===== config.mk =====
export PLATFORM = sky130hd
export DESIGN_NAME = gisp_slave_port
export DESIGN_NICKNAME = d
export VERILOG_FILES = /design/src/rtl/gisp_pkg.sv /design/src/rtl/gisp_slave_port.sv
export SDC_FILE = /design/constraint.sdc
export NUM_CORES = 1
export LEC_CHECK = 0
export ABC_AREA = 1
export BUFFER_PORTS_ARGS = -buffer_cell sky130_fd_sc_hd__buf_2
export CAP_MARGIN = 40
export CORE_ASPECT_RATIO = 0.9
export CORE_MARGIN = 4
export CORE_UTILIZATION = 23
export CTS_CLUSTER_SIZE = 12
export DETAILED_ROUTE_END_ITERATION = 8
export PLACE_DENSITY = 0.48
export SETUP_SLACK_MARGIN = 0.5
export SLEW_MARGIN = 40
export SYNTH_ARGS = -nofsm -noshare
export SYNTH_HDL_FRONTEND = slang
export SYNTH_HIERARCHICAL = 1
export SYNTH_SLANG_ARGS = --single-unit

===== constraint.sdc =====
create_clock -name mclk_in -period 8.8 [get_ports mclk_in]
set_input_delay 0.88 -clock mclk_in [delete_from_list [all_inputs] [get_ports mclk_in]]
set_output_delay 0.88 -clock mclk_in [all_outputs]
set_load 0.05 [all_outputs]

===== src/rtl/gisp_pkg.sv =====
// Shared constants and types for the gauge two-wire slave port.
// Behaviour
// Accept single read, incremental read, quick read, single write and incremental write.
// Answer only the 7-bit address 1010101: first byte 0xAA write, 0xAB read.
// A quick read returns data at the current address pointer.
// Pointer advances by one on every acknowledged data byte, either side acknowledging.
// Write data bytes in one transfer land at consecutive command locations.
// A data byte written to a read-only location is not acknowledged.
// A command byte above 0x6B is not acknowledged and returns no data.
// After the bus is held low about 2 seconds, release both lines.
// If a line stays low after that release, enter low-power sleep.
// First byte after a write address is the command, loaded into the pointer.
// Master acknowledges every read byte but the last, then not-acknowledges and stops.
package gisp_pkg;
	localparam logic [6:0] DEV_ADDR = 7'h55;
	localparam logic [7:0] ADDR_WR_BYTE = {DEV_ADDR, 1'b0};
	localparam logic [7:0] ADDR_RD_BYTE = {DEV_ADDR, 1'b1};
	localparam logic [7:0] CMD_TOP = 8'h6b;
	localparam logic [2:0] BIT_LAST = 3'h7;
	localparam int unsigned CLK_MHZ = 250;
	localparam int unsigned BUS_STUCK_TIMEOUT_MS = 2000;
	localparam int unsigned BUS_STUCK_TIMEOUT_CYCLES = BUS_STUCK_TIMEOUT_MS * CLK_MHZ * 1000;
	localparam int unsigned SETTLE_CYCLES = 16;
	localparam int STUCK_W = 30;
	localparam int FIFO_DEPTH = 8;
	localparam logic [7:0] PTR_RESET = 8'h00;

	// One buffered write: command location and the byte for it.
	typedef struct packed {
		logic [7:0] addr;
		logic [7:0] data;
	} gisp_wr_t;

	typedef enum logic [3:0] {
		ST_IDLE,
		ST_ADDR,
		ST_ADDR_ACK,
		ST_CMD,
		ST_CMD_ACK,
		ST_WR,
		ST_WR_ACK,
		ST_RD,
		ST_RD_ACK
	} gisp_state_t;
endpackage : gisp_pkg


===== src/rtl/gisp_slave_port.sv =====
// Two-wire slave port of the gauge with its write buffer.
`timescale 1ns/10ps
`default_nettype none

// Write buffer with a registered output stage; DEPTH must be a power of two.
module gisp_fifo #(
	parameter int WIDTH = 16,
	parameter int DEPTH = 8
) (
	input wire logic mclk_in, // Core clock.
	input wire logic rst_n_in, // Asynchronous reset, active low.
	input wire logic in_valid_in, // Word offered.
	input wire logic [WIDTH-1:0] in_data_in, // Word offered.
	output logic in_ready_out, // Room for a word.
	output logic out_valid_out, // Head word valid.
	output logic [WIDTH-1:0] out_data_out, // Head word.
	input wire logic out_ready_in // Consumer takes the head.
);
	localparam int AW = $clog2(DEPTH);
	logic [WIDTH-1:0] mem_q [DEPTH];
	logic [AW-1:0] wp_q;
	logic [AW-1:0] rp_q;
	logic [AW:0] cnt_q;
	logic ov_q;
	logic [WIDTH-1:0] od_q;
	wire push = in_valid_in & in_ready_out;
	wire load = (cnt_q != '0) & (~ov_q | out_ready_in);

	// Full is honest: the slave stretches the clock while this is low.
	assign in_ready_out = cnt_q < (AW + 1)'(DEPTH);
	assign out_valid_out = ov_q;
	assign out_data_out = od_q;

	// Storage needs no reset; pointers, count, valid flag and output data are reset.
	always_ff @(posedge mclk_in) begin
		if (push) begin
			mem_q[wp_q] <= in_data_in;
		end
	end

	// Pointers, fill count and output stage.
	always_ff @(posedge mclk_in or negedge rst_n_in) begin
		if (!rst_n_in) begin
			wp_q <= '0;
			rp_q <= '0;
			cnt_q <= '0;
			ov_q <= 1'b0;
			od_q <= '0;
		end else begin
			wp_q <= wp_q + AW'(push);
			rp_q <= rp_q + AW'(load);
			cnt_q <= cnt_q + (AW + 1)'(push) - (AW + 1)'(load);
			if (load) begin
				od_q <= mem_q[rp_q];
				ov_q <= 1'b1;
			end else if (out_ready_in) begin
				ov_q <= 1'b0;
			end
		end
	end
endmodule : gisp_fifo

// Slave engine: address match, command pointer, reads, buffered writes, bus timeout.
module gisp_slave_port #(
	parameter int unsigned STUCK_CYCLES = gisp_pkg::BUS_STUCK_TIMEOUT_CYCLES
) (
	input wire logic mclk_in, // 250 MHz core clock.
	input wire logic rst_n_in, // Asynchronous reset, active low.
	input wire logic scl_in, // Clock pin level.
	output logic scl_out, // Clock pin drive value, always low.
	output logic scl_oe_out, // High while the clock is held low.
	input wire logic sda_in, // Data pin level.
	output logic sda_out, // Data pin drive value, always low.
	output logic sda_oe_out, // High while data is pulled low.
	output logic [7:0] rd_addr_out, // Address pointer, location to read.
	input wire logic [7:0] rd_data_in, // Byte at rd_addr_out, same clock.
	input wire logic rd_ro_in, // Location at rd_addr_out is read-only.
	output var gisp_pkg::gisp_wr_t wr_out, // Buffered write word.
	output logic wr_valid_out, // Write word valid.
	input wire logic wr_ready_in, // Consumer takes the write word.
	output logic bus_err_out, // Bus timeout seen, lines still low.
	output logic sleep_out // Low-power sleep request.
);
	localparam logic [gisp_pkg::STUCK_W-1:0] STUCK_HIT =
		gisp_pkg::STUCK_W'(STUCK_CYCLES - 1);
	localparam logic [gisp_pkg::STUCK_W-1:0] SLEEP_AT =
		gisp_pkg::STUCK_W'(STUCK_CYCLES - 1 + gisp_pkg::SETTLE_CYCLES);

	gisp_pkg::gisp_state_t state_q, state_d;
	logic [2:0] scl_sync_q;
	logic [2:0] sda_sync_q;
	logic [2:0] cnt_q, cnt_d;
	logic [7:0] shift_q, shift_d;
	logic [7:0] ptr_q, ptr_d;
	logic done_q, done_d;
	logic rw_q, rw_d;
	logic acked_q, acked_d;
	logic sda_oe_q, sda_oe_d;
	logic scl_oe_q, scl_oe_d;
	logic push;
	logic [gisp_pkg::STUCK_W-1:0] low_cnt_q;
	logic err_q;
	logic sleep_q;
	logic drive_q;
	logic fifo_in_ready;
	gisp_pkg::gisp_wr_t push_word;

	// Line decode works on the second and third sync stages only.
	wire scl_s = scl_sync_q[1];
	wire scl_p = scl_sync_q[2];
	wire sda_s = sda_sync_q[1];
	wire sda_p = sda_sync_q[2];
	wire scl_rise = scl_s & ~scl_p;
	wire scl_fall = ~scl_s & scl_p;
	wire start_det = scl_s & scl_p & sda_p & ~sda_s;
	wire stop_det = scl_s & scl_p & ~sda_p & sda_s;
	wire bus_high = scl_s & sda_s;
	wire stuck_hit = low_cnt_q == STUCK_HIT;
	wire receiving = state_q inside {gisp_pkg::ST_ADDR, gisp_pkg::ST_CMD, gisp_pkg::ST_WR};
	// A byte ends at the falling edge after its eighth bit, or while we stall.
	wire byte_end = done_q & (scl_fall | scl_oe_q);
	wire addr_match = shift_q == gisp_pkg::ADDR_WR_BYTE || shift_q == gisp_pkg::ADDR_RD_BYTE;
	wire cmd_in_range = shift_q <= gisp_pkg::CMD_TOP;
	assign push_word = '{addr: ptr_q, data: shift_q};

	// Protocol engine; each branch changes SDA only after a falling clock edge, except the timeout, start and stop releases.
	always_comb begin
		state_d = state_q;
		cnt_d = cnt_q;
		shift_d = shift_q;
		ptr_d = ptr_q;
		done_d = done_q;
		rw_d = rw_q;
		acked_d = acked_q;
		sda_oe_d = sda_oe_q;
		scl_oe_d = 1'b0;
		push = 1'b0;
		if (stuck_hit) begin
			state_d = gisp_pkg::ST_IDLE;
			sda_oe_d = 1'b0;
			done_d = 1'b0;
		end else if (start_det) begin
			state_d = gisp_pkg::ST_ADDR;
			cnt_d = '0;
			done_d = 1'b0;
			sda_oe_d = 1'b0;
		end else if (stop_det) begin
			state_d = gisp_pkg::ST_IDLE;
			sda_oe_d = 1'b0;
			done_d = 1'b0;
		end else begin
			if (receiving && scl_rise) begin
				shift_d = {shift_q[6:0], sda_s};
				cnt_d = cnt_q + 3'h1;
				done_d = cnt_q == gisp_pkg::BIT_LAST;
			end
			unique case (state_q)
				gisp_pkg::ST_IDLE: begin
				end
				gisp_pkg::ST_ADDR: begin
					if (byte_end) begin
						done_d = 1'b0;
						rw_d = shift_q[0];
						sda_oe_d = addr_match;
						state_d = addr_match ? gisp_pkg::ST_ADDR_ACK : gisp_pkg::ST_IDLE;
					end
				end
				gisp_pkg::ST_CMD: begin
					if (byte_end) begin
						done_d = 1'b0;
						if (cmd_in_range) begin
							ptr_d = shift_q;
							sda_oe_d = 1'b1;
							state_d = gisp_pkg::ST_CMD_ACK;
						end else begin
							state_d = gisp_pkg::ST_IDLE;
						end
					end
				end
				gisp_pkg::ST_WR: begin
					if (byte_end) begin
						if (rd_ro_in) begin
							done_d = 1'b0;
							state_d = gisp_pkg::ST_IDLE;
						end else if (fifo_in_ready) begin
							done_d = 1'b0;
							push = 1'b1;
							scl_oe_d = scl_oe_q; // Hold a stretch one cycle so SDA is low before SCL rises.
							ptr_d = ptr_q + 8'h01;
							sda_oe_d = 1'b1;
							state_d = gisp_pkg::ST_WR_ACK;
						end else begin
							scl_oe_d = 1'b1; // Buffer full: hold the clock low.
						end
					end
				end
				gisp_pkg::ST_ADDR_ACK, gisp_pkg::ST_CMD_ACK, gisp_pkg::ST_WR_ACK: begin
					if (scl_fall) begin
						cnt_d = '0;
						if (state_q == gisp_pkg::ST_ADDR_ACK && rw_q) begin
							shift_d = rd_data_in;
							sda_oe_d = ~rd_data_in[7];
							state_d = gisp_pkg::ST_RD;
						end else begin
							sda_oe_d = 1'b0;
							state_d = state_q == gisp_pkg::ST_ADDR_ACK ?
								gisp_pkg::ST_CMD : gisp_pkg::ST_WR;
						end
					end
				end
				gisp_pkg::ST_RD: begin
					if (scl_rise) begin
						cnt_d = cnt_q + 3'h1;
						done_d = cnt_q == gisp_pkg::BIT_LAST;
					end else if (scl_fall && done_q) begin
						done_d = 1'b0;
						sda_oe_d = 1'b0;
						state_d = gisp_pkg::ST_RD_ACK;
					end else if (scl_fall) begin
						shift_d = {shift_q[6:0], 1'b0};
						sda_oe_d = ~shift_q[6];
					end
				end
				gisp_pkg::ST_RD_ACK: begin
					if (scl_rise) begin
						acked_d = ~sda_s;
						ptr_d = ptr_q + {7'h00, ~sda_s};
					end else if (scl_fall && acked_q) begin
						cnt_d = '0;
						shift_d = rd_data_in;
						sda_oe_d = ~rd_data_in[7];
						state_d = gisp_pkg::ST_RD;
					end else if (scl_fall) begin
						state_d = gisp_pkg::ST_IDLE;
					end
				end
			endcase
		end
	end

	// Two-stage synchronisers plus one history stage for edge detection.
	always_ff @(posedge mclk_in or negedge rst_n_in) begin
		if (!rst_n_in) begin
			scl_sync_q <= 3'h7;
			sda_sync_q <= 3'h7;
		end else begin
			scl_sync_q <= {scl_sync_q[1:0], scl_in};
			sda_sync_q <= {sda_sync_q[1:0], sda_in};
		end
	end

	// Engine state.
	always_ff @(posedge mclk_in or negedge rst_n_in) begin
		if (!rst_n_in) begin
			state_q <= gisp_pkg::ST_IDLE;
			cnt_q <= '0;
			shift_q <= '0;
			ptr_q <= gisp_pkg::PTR_RESET;
			done_q <= 1'b0;
			rw_q <= 1'b0;
			acked_q <= 1'b0;
			sda_oe_q <= 1'b0;
			scl_oe_q <= 1'b0;
		end else begin
			state_q <= state_d;
			cnt_q <= cnt_d;
			shift_q <= shift_d;
			ptr_q <= ptr_d;
			done_q <= done_d;
			rw_q <= rw_d;
			acked_q <= acked_d;
			sda_oe_q <= sda_oe_d;
			scl_oe_q <= scl_oe_d;
		end
	end

	// Bus-low watchdog; it also counts our own stretch, so a stuck consumer cannot hang the bus.
	always_ff @(posedge mclk_in or negedge rst_n_in) begin
		if (!rst_n_in) begin
			low_cnt_q <= '0;
			err_q <= 1'b0;
			sleep_q <= 1'b0;
			drive_q <= 1'b0;
		end else begin
			drive_q <= 1'b0;
			if (bus_high) begin
				low_cnt_q <= '0;
				err_q <= stuck_hit; // A timeout in the cycle the bus frees still reports.
				sleep_q <= 1'b0;
			end else begin
				if (low_cnt_q != SLEEP_AT) begin
					low_cnt_q <= low_cnt_q + 1'b1;
				end
				if (stuck_hit) begin
					err_q <= 1'b1;
				end
				if (low_cnt_q == SLEEP_AT) begin
					sleep_q <= 1'b1;
				end
			end
		end
	end

	gisp_fifo #(.WIDTH($bits(gisp_pkg::gisp_wr_t)), .DEPTH(gisp_pkg::FIFO_DEPTH)) u_wr_fifo (
		.mclk_in(mclk_in),
		.rst_n_in(rst_n_in),
		.in_valid_in(push),
		.in_data_in(push_word),
		.in_ready_out(fifo_in_ready),
		.out_valid_out(wr_valid_out),
		.out_data_out(wr_out),
		.out_ready_in(wr_ready_in)
	);

	// Open-drain outputs: value is always low, only the enables move.
	assign scl_out = drive_q;
	assign sda_out = drive_q;
	assign scl_oe_out = scl_oe_q;
	assign sda_oe_out = sda_oe_q;
	assign rd_addr_out = ptr_q;
	assign bus_err_out = err_q;
	assign sleep_out = sleep_q;
endmodule : gisp_slave_port

`default_nettype wire


==> impl_metrics.yaml, run 1 <==
synthesis:
  yosysWarnings: 6
  ys_ff_latch: 221
  yosysSeqAreaShare_pct: 56.4
  synth.avg_cell_area_um2: 8.71
  synth_flop_cell: "edfxtp_1"
  synth_edf_count: 128
  netlist_area_um2: 11000
  async_flop_share_pct: 42.1
  synth_cell_type_count: 40
  synthCells: 1259
timing:
  skew_ns: 0.0109
  min_period_over_period_pct: 35.5
  setup_tns_ns: 0
  slew_headroom_pct: 45.2
  worstMarginPinSlew_ns: 0.822
  setup_viol: 0
  layout_min_cycle_time_ns: 3.13
  fmax_mhz: 320
  rsz0062_at_grt: "false"
  finalHoldViolations: 0
  finalMaxSlewViolations: 0
global_route:
  grt_max_degree: 67
  grt_pass1_wl_um: 45500
  first_global_vias: 8111
  grtUsageTotal_pct: 11.0
  antenna_found_initial: 0
  gr-total-overflow: 0
cts:
  root_buffer: "clkbuf_16"
  htree_num_levels: 1
  ctsHoldBuffers: 0
  clock_sinks: 221
  worstSkewPairLatency_ns: 0.53
  cts_buffer_depth: 3
  cts_tree: "built"
  path_clk_slew_ns: 0.06
  numCtsBuffers: 24
  cts_setup_buffers: 0
  cts_resized: 0
power_and_ir_drop:
  power_density_nw_per_um2: 278
  power_frac_comb_pct: 31.1
  clkPwrFrac_pct: 27.8
  p_sw_share_pct: 39.3
  power.total_mw: 3.50
  p_leak_nw: 5.73
  power_frac_seq_pct: 41.2
  p_switching_mw: 1.38
  p_int_mw: 2.12
  ir_drop_uv: 122
final_layout:
  nets: 1337
  final_cell_mix: "nand2_1, inv_1, nand3_1, edfxtp_1, nor2_1"
  post-route-cell-area_um2: 12600
  drive_gt1_share_pct: 11.5
  diodes: 0
  fillers: 5070
  area_delta_synth_final_pct: 14.9
  layout_commonest_cell: "nand2_1"
placement:
  post-dp-hpwl_um: 19300
  gp_congestion: 0.858
  io_buffers: 42
  placed_cell_area_um2: 11800
detailed_routing:
  ant_nets: 0
  wl_per_cell_um: 14.6
  wl_um: 28400
  vias: 8280
  drc: 0
  drtIter0Drc: 617
  vias_per_cell: 4.26
  first_pass_iters: 5
min_path:
  worstHoldPathType: "reg2reg"
floorplan:
  io_pins: 45
  initial_core_util_pct: 23.4
  core-area_um2: 46900
  die_h_um: 215
  fp-row-count: 75
  die_w_um: 238
  dieArea_um2: 51200
critical_path:
  critPathCaptureType: "flip-flop"
  critPathMostFrequentCell: "nand2_2"
  critPathKind: "reg2reg"
  critPathSlowestCell: "dfstp_2"
  cp_cell_sequence: "nand2_2, inv_2, nand2_2, nand2_2, inv_2, nand2_4, nor4_1, nand2_1, ha_1, inv_1, ha_1, inv_1, fa_1, xnor2_1"
  start_kind: "flip-flop"
  required_ns: 9.21
  crit_fanout: 19
  critical_path_arrival_ns: 3.54
  crit_path_max_incr_delay_ns: 0.39
outcome:
  run_status: "finished clean"
run:
  max_cap_violations: 0
kinds of logic after synthesis:
kind of cell,count (synthesis),synth area share (%)
buf+inv,222,8.34
other cells,1,0.0342
fa+ha+maj,15,1.78
simple gates,710,28.4
xor+xnor,16,1.28
flops,221,56.4
compound gates,74,3.78
power by group through the flow:
stage	clock [mW]	sequential, mW	combinational (mW)
after detailed placement	0	1.47	1.10
after global placement	0	1.46	1.09
after global routing	1.06	1.47	1.22
after CTS	1.01	1.45	1.10
final	0.972	1.44	1.09
after floorplan	0	1.56	0.667
routing by layer:
metal / global-route usage, % / routed length (um) / vias to the layer above
met5: 0 / 0 / -
met4: 1.88 / 407 / 0
met3: 2.14 / 1460 / 31
met2: 16.6 / 12300 / 162
met1: 16.5 / 14300 / 3952
li1: - / - / 4135
worst paths after layout:
check                                      to          start  cells past startpoint  slack [ns]
min reg2reg                     sda_sync_q[1]  sda_sync_q[0]                      0        0.35
max in group asynchronous   u_wr_fifo/rp_q[0]       rst_n_in                      2        7.35
max                        u_wr_fifo/cnt_q[2]  sda_sync_q[1]                     14        5.67
max reg2reg                u_wr_fifo/cnt_q[2]  sda_sync_q[1]                     14        5.67
min                             sda_sync_q[1]  sda_sync_q[0]                      0        0.35
min in group asynchronous              done_q       rst_n_in                      1        0.39
layout make-up:
class	instances	area [um^2]	area share (%)
Tap cell	616	771	6.12
Inverter	189	712	5.65
Sequential cell	221	6180	49.1
Clock inverter	8	72.6	0.576
Multi-Input combinational cell	817	3870	30.8
Clock buffer	36	676	5.36
Timing Repair Buffer	55	310	2.46
worst max-delay path: cells and delay by family, from the launching register on:
kind / cells / cell delay [ns]
XOR/XNOR: 1 / 0.14
adder cells (fa/ha/maj): 3 / 0.82
buffers and inverters: 4 / 0.43
flip-flops: 1 / 0.39
AND/OR/NAND/NOR: 6 / 1.20
through the flow:
step / cells / hold WS (ns) / setup WS [ns] / utilization [%]
6_report: 1942 / 0.355 / 5.67 / 26.8
5_1_grt: 1942 / 0.362 / 5.38 / 26.8
3_5_place_dp: 1898 / 0.347 / 5.61 / 25.3
3_3_place_gp: 1898 / 0.348 / 5.64 / 25.2
4_1_cts: 1942 / 0.356 / 5.60 / 26.8
2_1_floorplan: 1260 / 0.345 / 6.02 / -
synthesized netlist by cell type, types with 2 or more instances:
library cell | instances | area [um^2]
clkbuf_1 | 2 | 7.51
inv_2 | 14 | 52.6
nand3_1 | 152 | 761
inv_1 | 175 | 657
xor2_1 | 12 | 105
nor3_1 | 16 | 80.1
nor3_2 | 2 | 20.0
ha_1 | 14 | 175
edfxtp_1 | 128 | 3840
buf_6 | 4 | 45.0
o21ai_1 | 2 | 10.0
nand2_2 | 13 | 81.3
nand3b_1 | 2 | 15.0
dfstp_2 | 6 | 158
nand4_1 | 13 | 81.3
a31oi_1 | 3 | 18.8
o211ai_1 | 2 | 15.0
or2_2 | 5 | 31.3
nor2_1 | 94 | 353
buf_2 | 20 | 100
o21ai_0 | 39 | 195
nand2_4 | 2 | 22.5
xnor2_1 | 4 | 35.0
nand3_2 | 3 | 30.0
nand2_1 | 389 | 1460
buf_4 | 7 | 52.6
dfrtp_1 | 87 | 2180
a21oi_1 | 23 | 115
nor2_4 | 7 | 78.8
nor4_1 | 3 | 18.8
nor2_2 | 7 | 43.8
registers in the layout, indices dropped and copies added, names as in the netlist, 3 cells and up:
name,count
u_wr_fifo/out_data_out,16
u_wr_fifo/wp_q,3
sda_sync_q,3
rd_addr_out,8
shift_q,8
scl_sync_q,3
cnt_q,3
state_q,4
u_wr_fifo/cnt_q,4
u_wr_fifo/mem_q,128
u_wr_fifo/rp_q,3
low_cnt_q,30
No activity file was read; power rests on OpenSTA's default activity.
==> inputs of run 2 (changes only) <==
==> constraint.sdc (replaced) <==
create_clock -name mclk_in -period 3 [get_ports mclk_in]
set_input_delay 0.3 -clock mclk_in [delete_from_list [all_inputs] [get_ports mclk_in]]
set_output_delay 0.3 -clock mclk_in [all_outputs]
set_load 0.05 [all_outputs]
==> run 2 against run 1 <==
Effect of this change:
- sequential share of layout area fell by 2.1 points
- clock-buffer cell count down 2
- cell count rose by 1.9%
- register-to-register slack lost 5.1 ns
==> impl_metrics.yaml, run 2 (synthesized netlist as in run 1, its figures left out) <==
floorplan:
  die_w_um: 238
  fp-row-count: 75
  initial_core_util_pct: 23.4
  die_h_um: 215
  core-area_um2: 46900
  dieArea_um2: 51200
  io_pins: 45
final_layout:
  nets: 1373
  fin_util_pct: 28.1
  layout_commonest_cell: "nand2_1"
  largest_register: "u_wr_fifo/mem_q"
  largest_reg_flops: 128
  area_delta_synth_final_pct: 20.0
  post-route-cell-area_um2: 13200
  fin_cells: 1978
  final_cell_mix: "nand2_1, inv_1, nand3_1, edfxtp_1, dfrtp_1"
  drive_gt1_share_pct: 15.5
  fillers: 5075
  diodes: 0
timing:
  setup_viol: 0
  worstMarginPinSlew_ns: 0.716
  finalMaxSlewViolations: 0
  skew_ns: 0.00930
  setup_tns_ns: 0
  slew_headroom_pct: 52.2
  min_period_over_period_pct: 80.6
  fmax_mhz: 414
  rsz0062_at_grt: "true"
  hold_slack_ns: 0.0999
  fin_ws_ns: 0.582
  finalHoldViolations: 0
  layout_min_cycle_time_ns: 2.42
cts:
  root_buffer: "clkbuf_16"
  worstSkewPairLatency_ns: 0.53
  path_clk_slew_ns: 0.06
  clock_sinks: 221
  cts_buffer_depth: 3
  cts_tree: "built"
  numCtsBuffers: 25
  htree_num_levels: 1
placement:
  gp_congestion: 0.898
  place_inst: 1906
  post-dp-hpwl_um: 19000
  placed_cell_area_um2: 12000
  io_buffers: 42
  dpl_worst_slack_ns: 0.225
detailed_routing:
  vias: 8429
  first_pass_iters: 5
  vias_per_cell: 4.26
  wl_um: 29100
  drc: 0
  drtIter0Drc: 561
  ant_nets: 0
  wl_per_cell_um: 14.7
power_and_ir_drop:
  p_sw_share_pct: 38.9
  power_density_nw_per_um2: 790
  power_frac_comb_pct: 31.4
  p_leak_nw: 5.98
  clkPwrFrac_pct: 27.9
  p_int_mw: 6.35
  ir_drop_uv: 445
  power_frac_seq_pct: 40.6
  power.total_mw: 10.4
  p_switching_mw: 4.05
min_path:
  min-delay-start: "rd_ro_in"
  worstHoldPathType: "in2reg"
critical_path:
  worstSetupStartpoint: "sda_sync_q[1]"
  crit_fanout: 6
  reg2reg_from: "sda_sync_q[1]"
  crit_path_max_incr_delay_ns: 0.57
  required_ns: 3.25
  critPathKind: "reg2reg"
  start_kind: "flip-flop"
  critPathSlowestCell: "dfstp_2"
  cp_cell_sequence: "inv_2, nand4_1, nand2_2, inv_2, nand2_4, nor4_4, nand2_2, buf_6, buf_6, or2_4, nor2_4, clkbuf_16"
  critical_path_arrival_ns: 2.67
  critPathCaptureType: "flip-flop"
global_route:
  grt_max_degree: 65
  grt_pass1_wl_um: 45700
  antenna_found_initial: 0
  first_global_vias: 8232
  gr-total-overflow: 0
  grtUsageTotal_pct: 11.0
run:
  max_cap_violations: 0
outcome:
  run_status: "finished clean"
run 2: power groups by stage:
stage / sequential [mW] / clock, mW / combinational, mW
floorplan: 4.57 / 0 / 1.96
global placement: 4.27 / 0 / 3.21
detailed placement: 4.28 / 0 / 3.24
CTS: 4.23 / 3.00 / 3.27
global route: 4.29 / 3.14 / 3.68
finish: 4.22 / 2.90 / 3.26
run 2: worst paths after layout:
kind / cells past startpoint / end / slack (ns)
hold / removal: 4 / scl_oe_out / 0.1
setup reg to reg: 12 / u_wr_fifo/mem_q[0][5] / 0.58
hold reg to reg: 0 / scl_sync_q[1] / 0.36
min in group asynchronous: 2 / u_wr_fifo/out_data_out[10] / 0.27
max in group asynchronous: 3 / low_cnt_q[12] / 2.02
setup / recovery: 12 / u_wr_fifo/mem_q[0][5] / 0.58
run 2: what timing repair did:
item | in CTS | in global routing
cloned | 0 | 3
endpoints found under the setup margin | 128 | 80
endpoints found under the hold margin | 47 | 0
hold buffers | 4 | 0
gates resized for setup | 13 | 32
setup buffers | 9 | 11
pin swaps | 8 | 10
run 2: area by class of cell:
type / count / area, um^2 / share of cell area (%)
tap: 616 / 771 / 5.86
clock inverter: 11 / 83.8 / 0.637
clock buffer: 34 / 679 / 5.16
inverter: 189 / 712 / 5.41
sequential: 221 / 6180 / 47.0
timing repair buffer: 90 / 706 / 5.36
multi-input combinational: 817 / 4030 / 30.6
run 2: layer usage:
metal | track usage (%) | vias to the layer above | share of wire (%)
li1 | - | 4203 | -
met1 | 16.1 | 4022 | 49
met2 | 17.3 | 168 | 45
met3 | 1.73 | 36 | 4.1
met4 | 2.17 | 0 | 1.7
met5 | 0 | - | 0
run 2: worst max-delay path, delay by kind of cell, from the launching register on:
kind | cells | cell delay (ns)
and+or+nand+nor | 7 | 1.01
DFF | 1 | 0.57
buffers and inverters | 5 | 0.57
